$ cat src/handshake_map.svh
/*
 * Register indices, field codes and reset values of the parameter,
 * configuration and diagnosis handshake block.
 * Assumes byte address = 4 * index on a 32-bit AHB-Lite bus.
 */
`ifndef HANDSHAKE_MAP_SVH
`define HANDSHAKE_MAP_SVH

// register indices (byte address is four times these)
`define IDX_DIAG_SM 6'h0C
`define IDX_NEW_DIAG 6'h0D
`define IDX_PRM_OK 6'h0E
`define IDX_PRM_NOK 6'h0F
`define IDX_CFG_OK 6'h10
`define IDX_CFG_NOK 6'h11
`define IDX_STATUS 6'h20
`define IDX_IRQ_REQ 6'h21
`define IDX_IRQ_ACK 6'h22
`define IDX_LEN_PRM 6'h23
`define IDX_LEN_CFG 6'h24
`define IDX_BUF_SEL 6'h25

// answer codes of the command cells
`define ACK_FINISHED 2'h0
`define ACK_CONFLICT 2'h1
`define ACK_NOT_ALLOWED 2'h3

// diagnosis buffer codes
`define DIAG_NO_BUF 2'h0
`define DIAG_BUF1 2'h1
`define DIAG_BUF2 2'h2
`define OWN_USER 2'h1
`define OWN_DEV 2'h2
`define OWN_SEND 2'h3

// event bit positions
`define EV_NEW_PRM 0
`define EV_NEW_CFG 1
`define EV_DIAG_CHG 2
`define EV_EXCH 3

// longest parameter telegram that is not handed to the host
`define PRM_MIN_LEN 8'h07

// reset buffer assignment
`define RST_PRM_BUF 2'h0
`define RST_CFG_BUF 2'h1
`define RST_AUX_BUF 2'h2

`endif

$ cat src/handshake_pkg.sv
/*
 * Types of the handshake block.
 * Assumes nothing of its surroundings.
 */
package handshake_pkg;
    typedef enum logic [1:0] {
        ST_WAIT_PRM,
        ST_WAIT_CFG,
        ST_CYCLIC_EXCHANGE
    } slave_state_t;
endpackage : handshake_pkg

$ cat src/slave_prm_cfg_diag_handshake.sv
/*
 * Parameter, configuration and diagnosis buffer handshake with an
 * AHB-Lite register slave.
 * Assumes one AHB-Lite master, zero wait states, and a telegram engine
 * that reports at most one received telegram per cycle.
 */
`timescale 1ns/1ps
`include "handshake_map.svh"

// Function
// - good long prm telegram swaps, records length, interrupts
// - whole prm telegram kept in buffer
// - only accept/reject reads clear prm/cfg interrupts
// - prm reject sets diag bits, goes wait-prm
// - prm cells return 00/01/11, upper bits zero
// - finished, conflict, not-allowed meanings
// - second prm telegram gives conflict, fresh buffer
// - good cfg telegram swaps, records length, interrupts
// - cfg reject changes diag bits, goes wait-prm
// - cfg accept in wait-cfg enters exchange when counters zero
// - entering exchange raises entry/exit interrupt
// - second cfg telegram gives conflict, fresh buffer
// - cfg cells return 00/01/11, upper bits zero
// - two diag buffers, one device-owned always
// - new-diag command when not diag_busy swaps buffers, raises interrupt
// - swap sets diag flag, flag asks priority
// - master fetch clears flag unless static
// - diag flag readable in status register
// - new-diag read at 0D returns owned buffer, no buffer when diag_busy
module slave_prm_cfg_diag_handshake #(
    parameter int ADDR_W = 8,
    parameter int LEN_W = 8
) (
    input wire logic clk_sys,
    input wire logic reset,
    input wire logic hsel,
    input wire logic [ADDR_W-1:0] haddr,
    input wire logic [1:0] htrans,
    input wire logic hwrite,
    input wire logic [2:0] hsize,
    input wire logic [31:0] hwdata,
    input wire logic hready,
    output logic [31:0] hrdata,
    output logic hreadyout,
    output logic hresp,
    input wire logic prm_rx_ok,
    input wire logic [LEN_W-1:0] prm_rx_len,
    input wire logic cfg_rx_ok,
    input wire logic [LEN_W-1:0] cfg_rx_len,
    input wire logic diag_busy,
    input wire logic diag_fetched,
    input wire logic stat_diag,
    output logic [1:0] prm_buf,
    output logic [1:0] cfg_buf,
    output logic [1:0] aux_buf,
    output logic diag_dev_buf,
    output logic hi_prio_resp,
    output logic [1:0] slave_state_machine,
    output logic [3:0] irq_req
);

    if (ADDR_W < 8 || LEN_W != 8) begin : g_bad_param
        $error("unsupported ADDR_W or LEN_W");
    end

    ////////////////////////////////////////////////////////////////////
    // state
    handshake_pkg::slave_state_t state_r, state_nxt;
    logic [31:0] hrdata_r;
    logic hreadyout_r;
    logic [1:0] prm_buf_r, cfg_buf_r, aux_buf_r;
    logic diag_dev_r;
    logic diag_flag_r;
    logic [3:0] irq_r;
    logic [1:0] prm_cnt_r, prm_cnt_nxt, cfg_cnt_r, cfg_cnt_nxt;
    logic [LEN_W-1:0] prm_len_r, cfg_len_r;
    logic prm_fault_r, cfg_fault_r;
    logic wr_pend_r;

    ////////////////////////////////////////////////////////////////////
    // bus decode
    logic acc, rd;
    logic [5:0] idx;
    logic prm_rd, cfg_rd, prm_ok_rd, prm_nok_rd, cfg_ok_rd, cfg_nok_rd;
    logic diag_rd;

    assign acc = hsel && htrans[1] && hready;
    assign rd = acc && !hwrite;
    assign idx = haddr[7:2];
    // one access is one address phase, so one side effect
    assign prm_ok_rd = rd && idx == `IDX_PRM_OK;
    assign prm_nok_rd = rd && idx == `IDX_PRM_NOK;
    assign cfg_ok_rd = rd && idx == `IDX_CFG_OK;
    assign cfg_nok_rd = rd && idx == `IDX_CFG_NOK;
    assign prm_rd = prm_ok_rd || prm_nok_rd;
    assign cfg_rd = cfg_ok_rd || cfg_nok_rd;
    assign diag_rd = rd && idx == `IDX_NEW_DIAG;

    function automatic logic [1:0] ack_code(input logic allowed,
                                            input logic [1:0] left);
        if (!allowed)
            ack_code = `ACK_NOT_ALLOWED;
        else if (left != 2'h0)
            ack_code = `ACK_CONFLICT;
        else
            ack_code = `ACK_FINISHED;
    endfunction : ack_code

    function automatic logic [1:0] owner(input logic dev);
        if (!dev)
            owner = `OWN_USER;
        else if (diag_busy)
            owner = `OWN_SEND;
        else
            owner = `OWN_DEV;
    endfunction : owner

    ////////////////////////////////////////////////////////////////////
    // pending counters
    logic prm_inc, cfg_inc, prm_dec, cfg_dec, diag_swap;

    assign prm_inc = prm_rx_ok && prm_rx_len > `PRM_MIN_LEN;
    assign cfg_inc = cfg_rx_ok && !prm_rx_ok;
    assign prm_dec = prm_rd && prm_cnt_r != 2'h0;
    assign cfg_dec = cfg_rd && cfg_cnt_r != 2'h0;
    assign diag_swap = diag_rd && !diag_busy;

    always_comb begin
        prm_cnt_nxt = prm_cnt_r;
        if (prm_inc && !prm_dec && prm_cnt_r != 2'h3)
            prm_cnt_nxt = prm_cnt_r + 2'h1;
        else if (!prm_inc && prm_dec)
            prm_cnt_nxt = prm_cnt_r - 2'h1;
        cfg_cnt_nxt = cfg_cnt_r;
        if (cfg_inc && !cfg_dec && cfg_cnt_r != 2'h3)
            cfg_cnt_nxt = cfg_cnt_r + 2'h1;
        else if (!cfg_inc && cfg_dec)
            cfg_cnt_nxt = cfg_cnt_r - 2'h1;
    end

    always_ff @(posedge clk_sys or posedge reset) begin
        if (reset) begin
            prm_cnt_r <= 2'h0;
            cfg_cnt_r <= 2'h0;
        end else begin
            prm_cnt_r <= prm_cnt_nxt;
            cfg_cnt_r <= cfg_cnt_nxt;
        end
    end

    ////////////////////////////////////////////////////////////////////
    // buffer swaps and lengths
    always_ff @(posedge clk_sys or posedge reset) begin
        if (reset) begin
            prm_buf_r <= `RST_PRM_BUF;
            cfg_buf_r <= `RST_CFG_BUF;
            aux_buf_r <= `RST_AUX_BUF;
            prm_len_r <= '0;
            cfg_len_r <= '0;
        end else if (prm_inc) begin
            // whole telegram lands in the fresh buffer
            prm_buf_r <= aux_buf_r;
            aux_buf_r <= prm_buf_r;
            prm_len_r <= prm_rx_len;
        end else if (cfg_inc) begin
            cfg_buf_r <= aux_buf_r;
            aux_buf_r <= cfg_buf_r;
            cfg_len_r <= cfg_rx_len;
        end
    end

    ////////////////////////////////////////////////////////////////////
    // slave state machine
    always_comb begin
        state_nxt = state_r;
        case (state_r)
            handshake_pkg::ST_WAIT_PRM: begin
                if (prm_ok_rd && prm_dec && prm_cnt_nxt == 2'h0)
                    state_nxt = handshake_pkg::ST_WAIT_CFG;
            end
            handshake_pkg::ST_WAIT_CFG: begin
                if (cfg_ok_rd && cfg_dec && prm_cnt_nxt == 2'h0
                    && cfg_cnt_nxt == 2'h0)
                    state_nxt = handshake_pkg::ST_CYCLIC_EXCHANGE;
            end
            handshake_pkg::ST_CYCLIC_EXCHANGE: begin
                if (prm_inc)
                    state_nxt = handshake_pkg::ST_WAIT_PRM;
            end
            default: state_nxt = handshake_pkg::ST_WAIT_PRM;
        endcase
        if ((prm_nok_rd && prm_dec) || (cfg_nok_rd && cfg_dec))
            state_nxt = handshake_pkg::ST_WAIT_PRM;
    end

    always_ff @(posedge clk_sys or posedge reset) begin
        if (reset)
            state_r <= handshake_pkg::ST_WAIT_PRM;
        else
            state_r <= state_nxt;
    end

    // diagnosis fault bits
    always_ff @(posedge clk_sys or posedge reset) begin
        if (reset) begin
            prm_fault_r <= 1'b0;
            cfg_fault_r <= 1'b0;
        end else begin
            if (prm_nok_rd && prm_dec)
                prm_fault_r <= 1'b1;
            else if (prm_ok_rd && prm_dec)
                prm_fault_r <= 1'b0;
            if (cfg_nok_rd && cfg_dec)
                cfg_fault_r <= 1'b1;
            else if (cfg_ok_rd && cfg_dec)
                cfg_fault_r <= 1'b0;
        end
    end

    ////////////////////////////////////////////////////////////////////
    // events: set wins over every clear
    logic exch_edge;
    logic [3:0] ack_clr;

    assign exch_edge = (state_nxt == handshake_pkg::ST_CYCLIC_EXCHANGE)
                       != (state_r == handshake_pkg::ST_CYCLIC_EXCHANGE);

    always_ff @(posedge clk_sys or posedge reset) begin
        if (reset)
            wr_pend_r <= 1'b0;
        else
            wr_pend_r <= acc && hwrite && idx == `IDX_IRQ_ACK;
    end

    // the ack register never reaches the prm and cfg bits
    assign ack_clr = wr_pend_r ? {hwdata[3:2], 2'h0} : 4'h0;

    always_ff @(posedge clk_sys or posedge reset) begin
        if (reset) begin
            irq_r <= 4'h0;
        end else begin
            if (prm_inc)
                irq_r[`EV_NEW_PRM] <= 1'b1;
            else if (prm_dec && prm_cnt_nxt == 2'h0)
                irq_r[`EV_NEW_PRM] <= 1'b0;
            if (cfg_inc)
                irq_r[`EV_NEW_CFG] <= 1'b1;
            else if (cfg_dec && cfg_cnt_nxt == 2'h0)
                irq_r[`EV_NEW_CFG] <= 1'b0;
            if (diag_swap)
                irq_r[`EV_DIAG_CHG] <= 1'b1;
            else if (ack_clr[`EV_DIAG_CHG])
                irq_r[`EV_DIAG_CHG] <= 1'b0;
            if (exch_edge)
                irq_r[`EV_EXCH] <= 1'b1;
            else if (ack_clr[`EV_EXCH])
                irq_r[`EV_EXCH] <= 1'b0;
        end
    end

    ////////////////////////////////////////////////////////////////////
    // diagnosis buffers
    always_ff @(posedge clk_sys or posedge reset) begin
        if (reset) begin
            diag_dev_r <= 1'b0;
            diag_flag_r <= 1'b0;
        end else begin
            if (diag_swap)
                diag_dev_r <= !diag_dev_r;
            if (diag_swap)
                diag_flag_r <= 1'b1;
            else if (diag_fetched && !stat_diag)
                diag_flag_r <= 1'b0;
        end
    end

    ////////////////////////////////////////////////////////////////////
    // read data
    logic [31:0] rd_val;

    always_comb begin
        rd_val = 32'h0000_0000;
        case (idx)
            `IDX_DIAG_SM:
                rd_val[3:0] = {owner(diag_dev_r), owner(!diag_dev_r)};
            `IDX_NEW_DIAG: begin
                if (diag_swap)
                    rd_val[1:0] = diag_dev_r ? `DIAG_BUF2
                                             : `DIAG_BUF1;
                else
                    rd_val[1:0] = `DIAG_NO_BUF;
            end
            `IDX_PRM_OK, `IDX_PRM_NOK:
                rd_val[1:0] = ack_code(prm_cnt_r != 2'h0,
                                       prm_cnt_nxt);
            `IDX_CFG_OK, `IDX_CFG_NOK:
                rd_val[1:0] = ack_code(cfg_cnt_r != 2'h0,
                                       cfg_cnt_nxt);
            `IDX_STATUS:
                rd_val[5:0] = {cfg_fault_r, prm_fault_r, state_r,
                               diag_dev_r, diag_flag_r};
            `IDX_IRQ_REQ: rd_val[3:0] = irq_r;
            `IDX_LEN_PRM: rd_val[LEN_W-1:0] = prm_len_r;
            `IDX_LEN_CFG: rd_val[LEN_W-1:0] = cfg_len_r;
            `IDX_BUF_SEL: rd_val[5:0] = {aux_buf_r, cfg_buf_r, prm_buf_r};
            default: rd_val = 32'h0000_0000;
        endcase
    end

    always_ff @(posedge clk_sys or posedge reset) begin
        if (reset) begin
            hrdata_r <= 32'h0000_0000;
            hreadyout_r <= 1'b0;
        end else begin
            hreadyout_r <= 1'b1;
            if (rd)
                hrdata_r <= rd_val;
        end
    end

    assign hrdata = hrdata_r;
    assign hreadyout = hreadyout_r;
    assign hresp = 1'b0;
    assign prm_buf = prm_buf_r;
    assign cfg_buf = cfg_buf_r;
    assign aux_buf = aux_buf_r;
    assign diag_dev_buf = diag_dev_r;
    assign hi_prio_resp = diag_flag_r;
    assign slave_state_machine = state_r;
    assign irq_req = irq_r;
endmodule : slave_prm_cfg_diag_handshake

$ cat config.mk
export PLATFORM = sky130hd
export DESIGN_NAME = slave_prm_cfg_diag_handshake
export DESIGN_NICKNAME = d
export VERILOG_FILES = /design/src/handshake_pkg.sv /design/src/slave_prm_cfg_diag_handshake.sv
export VERILOG_INCLUDE_DIRS = /design/src /design/src/src
export SDC_FILE = /design/constraint.sdc
export NUM_CORES = 1
export LEC_CHECK = 0
export BUFFER_PORTS_ARGS = -buffer_cell sky130_fd_sc_hd__clkbuf_2
export CAP_MARGIN = 20
export CORE_UTILIZATION = 43
export DETAILED_ROUTE_END_ITERATION = 8
export GPL_ROUTABILITY_DRIVEN = 0
export PLACE_DENSITY = 0.85
export SYNTH_ARGS = -nofsm -noshare
export SYNTH_HDL_FRONTEND = slang
export SYNTH_SLANG_ARGS = --single-unit
$ cat constraint.sdc
create_clock -name clk_sys -period 2.1 [get_ports clk_sys]
set_input_delay 0.21 -clock clk_sys [delete_from_list [all_inputs] [get_ports clk_sys]]
set_output_delay 0.21 -clock clk_sys [all_outputs]
set_load 0.01 [all_outputs]
==> flow_metrics.tcl, run 1 <==
set metrics [dict create \
    status "complete, no violations" \
    num_vias 2455 \
    nets 462 \
    ios 119 \
    die_area_um2 6500 \
    area_growth_pct 23.5 \
    critPathMaxFanout 3 \
    peakVddDrop_v 0.000374 \
    p_switching_uw 920 \
    fillers 508 \
    clock_latency_ns 0.31 \
    final_hold_viol_count 0 \
    cap_viol_max_count 0 \
    yosysWarnings 0 \
    finalMaxSlewViolations 0 \
    final_util_pct 55.1 \
    power_switching_share_pct 35.4 \
    wire_per_inst_um 15.0 \
    ys_types 58 \
    synth_flop_cell "dfrtp_1" \
    cts_num_sinks 46 \
    finClkSkew_ns 0.00838 \
    intPower_uw 1680 \
    path_clk_slew_ns 0.09 \
    postSynth.asyncResetShare_pct 100 \
    synth_area_per_cell_um2 8.80 \
    numCtsBuffers 5 \
    syn_inst 302 \
    path_class "in -> reg" \
    cp.required_ns 2.33 \
    io_buffers 57 \
    pwr-share-comb_pct 37.8 \
    drc_errors 0 \
    fin_crit_sh_pct 96.8 \
    grtUsageTotal_pct 22.1 \
    routed_via_density 5.30 \
    dp_slack_ns -0.122 \
    overflow 0 \
    antenna_found_initial 0 \
    wirelength_um 6950 \
    ys_seq_area_share_pct 43.4 \
    drtIter0Drc 238 \
    grt_pass1_vias 2327 \
    power.share.sequential_pct 41.1 \
    power_density_nw_per_um2 791 \
    grt_pass1_wl_um 10800 \
    synth_edf_count 0 \
    ys_ff_latch 46 \
    power_leakage_uw 0.00168 \
    start_util_pct 44.6 \
    synth_area_um2 2660 \
    grt_start_max_net_pins 29 \
    pwr-share-clk_pct 21.0 \
    arrival_ns 2.26 \
    setup_viol 0 \
    stdcell_count 463 \
    cts_tree "built" \
    die_w_um 80.6 \
    drive_gt1_share_pct 33.0 \
    hpwl_um 5270 \
    hold_path.class "in -> reg" \
    diodes 0 \
    root_buffer "clkbuf_8" \
    htreeDepth 2 \
    cts_buffer_depth 2 \
    min_period_ns 2.03 \
    crit_path_start_kind "input pin" \
    fin_ws_ns 0.0682 \
    coreArea_um2 5960 \
    fp.dieH_um 80.6 \
    final_antenna_net_count 0 \
    row_count 28 \
    dp.cells 449 \
    max_freq_ghz 0.492 \
    first_pass_iters 4 \
    end_kind "register" \
]
## path summary, 6_finish.rpt
kind	cells after the start	end	slack (ns)	start
setup / recovery	8	slave_state_machine[0]	0.07	haddr[7]
hold / removal	3	cfg_len_r[7]	0.09	cfg_rx_len[7]
setup reg to reg	9	irq_req[0]	0.11	prm_cnt_r[1]
hold reg to reg	2	cfg_len_r[2]	0.49	cfg_len_r[2]
max in group asynchronous	5	prm_cnt_r[1]	1.23	reset
min in group asynchronous	3	hreadyout	0.28	reset
## metal layers
metal	share of wire (%)	vias to the layer above	track usage, %
li1	-	1160	-
met1	42	1156	27.8
met2	48	122	36.2
met3	7.7	17	5.91
met4	2.3	0	7.68
met5	0	-	0
## state kept, by name, summed over array words and instances, names as in the netlist, 2 cells and up
register / count
slave_state_machine: 2
prm_buf: 2
cfg_len_r: 8
cfg_buf: 2
prm_len_r: 8
prm_cnt_r: 2
cfg_cnt_r: 2
irq_req: 4
hrdata: 8
aux_buf: 2
## power groups by stage
stage	registers, uW	clock network (uW)	logic, uW
detailed placement	1080	0	810
CTS	1060	549	848
global route	1080	580	1070
finish	1070	546	983
global placement	1070	0	760
floorplan	1080	0	512
## through the flow
step	area, um2	TNS (ns)	hold WS [ns]	power [uW]
6_report	3280	0	0.0925	2600
4_1_cts	3200	0	0.00461	2460
3_3_place_gp	3090	-0.208	0.319	1830
5_1_grt	3280	-0.0348	0.104	2730
3_5_place_dp	3090	-0.352	0.331	1890
2_1_floorplan	2750	0	0.315	1590
## critical path, cell delays in order
cell and delay [ns]:
clkbuf_2 0.09, or4b_4 0.55, or4_4 0.57, mux2i_2 0.19, xnor2_2 0.25, nor2_2 0.07, and3_1 0.17, o21ai_1 0.15
## area by class of cell
type	count	area [um2]	share of cell area [%]
sequential	46	1150	35.2
inverter	8	30.0	0.915
timing repair buffer	93	571	17.4
tap	75	93.8	2.86
clock inverter	2	13.8	0.419
clock buffer	6	72.6	2.21
multi-input combinational	233	1350	41.0
## what timing repair did
action | in CTS | in global routing
hold buffers | 0 | 1
gates resized for setup | 2 | 10
endpoints found under the setup margin | 3 | 5
pin swaps | 0 | 5
setup buffers | 1 | 3
hold endpoints to repair | 0 | 24
## placed cells by master (no fill, tap or decap), drive strengths merged, types with 2 or more instances in the layout
master,n
nand2,83
clkbuf,63
dfrtp,44
buf,35
conb,26
nor2,20
a21oi,11
o21ai,10
inv,7
a22oi,7
nor3,6
nand3,5
a31oi,4
a221oi,4
ha,4
or2b,4
mux2i,4
nand2b,3
a22o,3
o221ai,3
xnor2,3
nor4,3
o31ai,3
clkinv,3
and3,2
dfstp,2
or4,2
a41oi,2
nand4,2
## cells by family (layout without fill, tap and decap cells)
| kind of cell | after synthesis | after routing | synth area share [%] |
|---|---|---|---|
| AND/OR/NAND/NOR | 140 | 140 | 25.6 |
| AO/OA/AOI/OAI | 55 | 55 | 15.0 |
| buffers and inverters | 47 | 109 | 11.0 |
| flip-flops | 46 | 46 | 43.4 |
| multiplexers | 5 | 5 | 1.93 |
| adder cells (fa/ha/maj) | 4 | 4 | 1.88 |
| XOR/XNOR | 3 | 3 | 0.988 |
| other | 2 | 26 | 0.282 |
## Yosys cell counts, types with 2 or more instances
| cell | number | area share (%) |
|---|---|---|
| buf_4 | 25 | 7.1 |
| a22oi_1 | 7 | 2.0 |
| nor2_1 | 19 | 2.7 |
| nand2_1 | 83 | 12 |
| conb_1 | 2 | 0.28 |
| clkbuf_8 | 2 | 1.0 |
| dfrtp_1 | 44 | 41 |
| o221ai_1 | 3 | 0.99 |
| o21ai_1 | 2 | 0.38 |
| inv_1 | 8 | 1.1 |
| or2b_2 | 3 | 0.99 |
| xnor2_1 | 3 | 0.99 |
| a22o_1 | 3 | 0.99 |
| buf_2 | 2 | 0.38 |
| dfstp_2 | 2 | 2.0 |
| a221oi_1 | 4 | 1.3 |
| nand3_1 | 5 | 0.94 |
| nor3_1 | 5 | 0.94 |
| o21ai_0 | 8 | 1.5 |
| mux2i_1 | 4 | 1.5 |
| nand2b_1 | 3 | 0.71 |
| a31oi_1 | 4 | 0.94 |
| a21oi_1 | 11 | 2.1 |
| clkbuf_1 | 10 | 1.4 |
| nor4_1 | 2 | 0.47 |
| ha_1 | 4 | 1.9 |
| a41oi_1 | 2 | 0.66 |
| and3_1 | 2 | 0.47 |
No activity file was read; power rests on OpenSTA's default activity.
==> run 2, diff against run 1 <==
--- a/config.mk
+++ b/config.mk
@@ -10,6 +10,6 @@
 export CAP_MARGIN = 20
-export CORE_UTILIZATION = 43
+export CORE_UTILIZATION = 40
 export DETAILED_ROUTE_END_ITERATION = 8
 export GPL_ROUTABILITY_DRIVEN = 0
-export PLACE_DENSITY = 0.85
+export PLACE_DENSITY = 0.8
 export SYNTH_ARGS = -nofsm -noshare
==> constraint.sdc (replaced) <==
create_clock -name clk_sys -period 2.1 [get_ports clk_sys]
set_input_delay 0.105 -clock clk_sys [delete_from_list [all_inputs] [get_ports clk_sys]]
set_output_delay 0.105 -clock clk_sys [all_outputs]
set_load 0.01 [all_outputs]
==> flow_metrics.tcl, run 2 (same netlist as run 1, synthesis figures left out) <==
set metrics [dict create \
    row_count 29 \
    worst_pin_slew_ns 0.826 \
    status "complete, no violations" \
    worstHoldPathCells 3 \
    cp.required_ns 2.34 \
    die_w_um 83.5 \
    grt_start_max_net_pins 23 \
    dp.cells 440 \
    critPathMaxFanout 3 \
    p_switching_uw 910 \
    overflow 0 \
    setup.worst_path.start "cfg_cnt_r[1]" \
    numCtsBuffers 5 \
    cts_buffer_depth 2 \
    grtUsageTotal_pct 20.0 \
    finClkSkew_ns 0.00455 \
    pwr-share-comb_pct 36.0 \
    dpl-instance-area_um2 3010 \
    cap_viol_max_count 0 \
    area_growth_pct 23.6 \
    min_period_ns 1.99 \
    start_util_pct 41.6 \
    path_class "reg -> reg" \
    power_switching_share_pct 35.9 \
    hold_path.class "in -> reg" \
    hold_end "prm_len_r[3]" \
    fin_crit_sh_pct 94.9 \
    peakVddDrop_v 0.000381 \
    intPower_uw 1630 \
    arrival_ns 2.23 \
    antenna_found_initial 0 \
    num_vias 2453 \
    final_hold_viol_count 0 \
    power.share.sequential_pct 42.4 \
    postLayoutCellArea_um2 3290 \
    r2r_cells 8 \
    clock_latency_ns 0.30 \
    hpwl_um 5090 \
    max_freq_ghz 0.502 \
    slew-limit-headroom_pct 44.8 \
    fp.dieH_um 83.5 \
    diodes 0 \
    routed_via_density 5.33 \
    setup_viol 0 \
    whs_ns 0.000973 \
    r2r-start "cfg_cnt_r[1]" \
    crit_path_start_kind "register" \
    drtIter0Drc 237 \
    ff_latch_area_um2 1160 \
    mostFrequentLayoutCell "nand2_1" \
    root_buffer "clkbuf_8" \
    nets 457 \
    first_pass_iters 5 \
    path_clk_slew_ns 0.09 \
    end_kind "register" \
    rsz0062_at_grt "no" \
    coreArea_um2 6390 \
    drive_gt1_share_pct 30.8 \
    io_buffers 57 \
    finalMaxSlewViolations 0 \
    grt_pass1_vias 2368 \
    ios 119 \
    hp-start "prm_rx_len[3]" \
    wirelength_um 6830 \
    die_area_um2 6980 \
    final_cell_mix "83 x nand2_1, 57 x clkbuf_2, 42 x dfrtp_1" \
    multi_input_area_um2 1380 \
    pwr-share-clk_pct 21.7 \
    final_antenna_net_count 0 \
    power_leakage_uw 0.00165 \
    wire_per_inst_um 14.9 \
    stdcell_count 460 \
    cts_num_sinks 46 \
    r2r-end "slave_state_machine[1]" \
    fillers 595 \
    power_density_nw_per_um2 772 \
    drc_errors 0 \
    reg2reg_slack_ns 0.11 \
    htreeDepth 2 \
    cts_tree "built" \
    grt_pass1_wl_um 11300 \
]
-- run 2: worst max path at each step --
stage | to | depth (start not counted)
2_1_floorplan | slave_state_machine[0] | 8
3_3_place_gp | slave_state_machine[0] | 8
3_5_place_dp | irq_req[0] | 9
4_1_cts | slave_state_machine[1] | 9
5_1_grt | slave_state_machine[1] | 9
6_report | slave_state_machine[1] | 8
-- run 2: area by class of cell --
class | instances | share of cell area (%)
Clock buffer | 6 | 2.21
Clock inverter | 2 | 0.419
Inverter | 8 | 0.914
Multi-Input combinational cell | 233 | 42.0
Sequential cell | 46 | 35.2
Tap cell | 77 | 2.93
Timing Repair Buffer | 88 | 16.4
-- run 2: power by group through the flow --
stage	Sequential (uW)	Combinational, uW	Clock [uW]
2_1_floorplan	1080	512	0
3_3_place_gp	1070	682	0
3_5_place_dp	1080	712	0
4_1_cts	1060	730	550
5_1_grt	1080	1000	588
6_report	1070	913	549
-- run 2: metal layers --
layer | GRT usage [%] | part of all wire (%) | vias to the layer above
met5 | 0 | 0 | -
met1 | 28.7 | 43 | 1162
met2 | 31.4 | 47 | 130
li1 | - | - | 1150
met4 | 4.78 | 1.3 | 0
met3 | 3.76 | 8.2 | 11
-- run 2: per-stage QoR --
| step | worst slack (ns) | utilization [%] | TNS, ns | total power [uW] |
|---|---|---|---|---|
| detailed placement | -0.0145 | 47.1 | -0.0331 | 1800 |
| floorplan | 0.0886 | - | 0 | 1590 |
| global route | 0.0260 | 51.5 | 0 | 2670 |
| CTS | 0.00641 | 49.8 | 0 | 2340 |
| finish | 0.108 | 51.5 | 0 | 2540 |
| global placement | 0.0146 | 47.1 | 0 | 1760 |
-- run 2: critical path: stages (launching register included) --
cell      delay (ns)
dfrtp_2         0.39
inv_1           0.06
ha_1            0.19
or4_4           0.48
mux2i_4         0.22
xnor2_2         0.18
nor2_2          0.12
nand4_2         0.14
a21boi_2        0.15
-- run 2: repair_timing --
action | 4_1_cts | 5_1_grt
endpoints found under the hold margin | 51 | 0
hold buffers | 8 | 0
pin swaps | 0 | 3
gates cloned | 0 | 0
setup endpoints to repair | 3 | 5
buffers inserted | 0 | 4
gates resized for setup | 1 | 15
==> run 3, diff against run 2 <==
Settings changed: CAP_MARGIN 20 to 0, CORE_UTILIZATION 40 to 30, PLACE_DENSITY 0.8 to 0.65, SETUP_SLACK_MARGIN from default to 0.5.
==> flow_metrics.tcl, run 3 (same netlist as run 1, synthesis figures left out) <==
set metrics [dict create \
    status "complete, no violations" \
    cts_num_sinks 46 \
    arrival_ns 2.07 \
    final_antenna_net_count 0 \
    row_count 33 \
    grt_pass1_vias 2357 \
    min_period_ns 1.87 \
    postLayoutCellArea_um2 3530 \
    power_uw 2960 \
    dpl-instance-area_um2 3130 \
    diodes 0 \
    cpLargestDelayFamily "simple AND/OR/NAND/NOR gates" \
    drc_errors 0 \
    antenna_found_initial 0 \
    wirelength_um 7250 \
    slew-limit-headroom_pct 61.0 \
    max_freq_ghz 0.534 \
    grt_start_max_net_pins 28 \
    peakVddDrop_v 0.000404 \
    overflow 0 \
    root_buffer "clkbuf_8" \
    final_hold_viol_count 0 \
    start_util_pct 31.7 \
    grt_pass1_wl_um 11800 \
    worstHoldPathCells 3 \
    pwr-share-clk_pct 22.1 \
    finClkSkew_ns 0.00825 \
    power.share.sequential_pct 35.7 \
    die_w_um 96.1 \
    end_kind "register" \
    r2r_cells 8 \
    hold_end "cfg_len_r[1]" \
    num_vias 2442 \
    dp_slack_ns -0.0232 \
    intPower_uw 1970 \
    io_buffers 57 \
    pwr-share-comb_pct 42.1 \
    die_area_um2 9240 \
    power_density_nw_per_um2 839 \
    hpwl_um 5570 \
    critPathBufInv 1 \
    htreeDepth 2 \
    r2r-end "slave_state_machine[0]" \
    grtUsageTotal_pct 17.0 \
    cts_buffer_depth 2 \
    clock_latency_ns 0.31 \
    routed_via_density 4.86 \
    power_leakage_uw 0.00176 \
    whs_ns 0.00416 \
    hold_path.class "in -> reg" \
    max_stage_delay_ns 0.45 \
    fp.dieH_um 96.1 \
    path_clk_slew_ns 0.09 \
    fin_crit_sh_pct 89.1 \
    cp_cell_sequence "inv_2, ha_4, or4_4, mux2i_2, xnor2_2, nor2_2, and3_1, o21ai_1" \
    critical-path-slowest-cell "or4_4" \
    p_switching_uw 994 \
    power_switching_share_pct 33.5 \
    final_cell_mix "82 x nand2_1, 57 x clkbuf_2, 44 x dfrtp_1" \
    critPathMaxFanout 3 \
    numCtsBuffers 5 \
    mostFrequentLayoutCell "nand2_1" \
    coreArea_um2 8380 \
    path_class "reg -> reg" \
    fin_ws_ns 0.228 \
    first_pass_iters 5 \
    cp.required_ns 2.29 \
    r2r-start "cfg_cnt_r[1]" \
    setup_viol 0 \
    cap_viol_max_count 0 \
    drive_gt1_share_pct 36.5 \
    ios 119 \
    nets 471 \
    drtIter0Drc 162 \
    finalSetupTns_ns 0 \
    hp-start "cfg_rx_len[1]" \
    rsz0062_at_grt "yes" \
    crit_path_start_kind "register" \
    area_growth_pct 32.8 \
    wire_per_inst_um 14.4 \
    cts_tree "built" \
    finalMaxSlewViolations 0 \
    worst_pin_slew_ns 0.584 \
    reg2reg_slack_ns 0.23 \
]
[run 3: cell types whose count changed in the layout (fill, tap and decap cells not counted), sizes merged]
cell / before / now
buf: 23 / 38
clkbuf: 63 / 64
bufinv: 0 / 1
clkinv: 3 / 0
dlygate4sd3: 8 / 7
inv: 7 / 8
[run 3: worst reg2reg max path, delay by kind of cell, from the launching register on]
family | cells | cell delay, ns
fa+ha+maj | 1 | 0.15
compound gates | 1 | 0.06
mux | 1 | 0.19
xor+xnor | 1 | 0.17
flops | 1 | 0.38
simple gates | 3 | 0.75
buf+inv | 1 | 0.07
[run 3: repair_timing]
action,CTS,global route
gates resized for setup,16,10
endpoints found under the setup margin,12,11
pin swaps,16,7
hold buffers,7,0
buffers inserted,9,5
endpoints found under the hold margin,29,0
[run 3: area by class of cell]
cell class | count | area [um2]
inverters | 8 | 30.0
clock inverters | 1 | 30.0
repair buffers | 102 | 652
clock buffers | 7 | 76.3
multi-input cells | 233 | 1460
flip-flops and latches | 46 | 1150
fillers | 849 | 4850
well taps | 105 | 131
[run 3: layer usage]
metal	share of wire [%]	up-vias	GRT usage (%)
li1	-	1178	-
met1	47	1155	23.5
met2	46	100	27.2
met3	6.3	9	3.08
met4	1.4	0	4.85
met5	0	-	0
[run 3: per-stage QoR]
stage               cells  util, %
finish                502     42.1
global route          502     42.1
CTS                   497     41.2
detailed placement    473     37.4
global placement      473     37.4
floorplan             326        -
[run 3: worst max path at each step]
stage	from	end	slack (ns)	cells after the start
after floorplan	cfg_cnt_r[1]	slave_state_machine[0]	0.16	8
after global placement	haddr[7]	slave_state_machine[0]	-0.04	8
after detailed placement	haddr[7]	slave_state_machine[0]	-0.02	8
after CTS	cfg_cnt_r[1]	slave_state_machine[0]	0.24	8
after global routing	cfg_cnt_r[1]	hrdata[0]	0.13	7
final	cfg_cnt_r[1]	slave_state_machine[0]	0.23	8
[run 3: power groups by stage]
stage	registers [uW]	logic (uW)	clock network, uW
after floorplan	1080	602	0
after global placement	1080	802	0
after detailed placement	1090	836	0
after CTS	1060	1150	665
after global routing	1070	1350	701
final	1060	1250	656
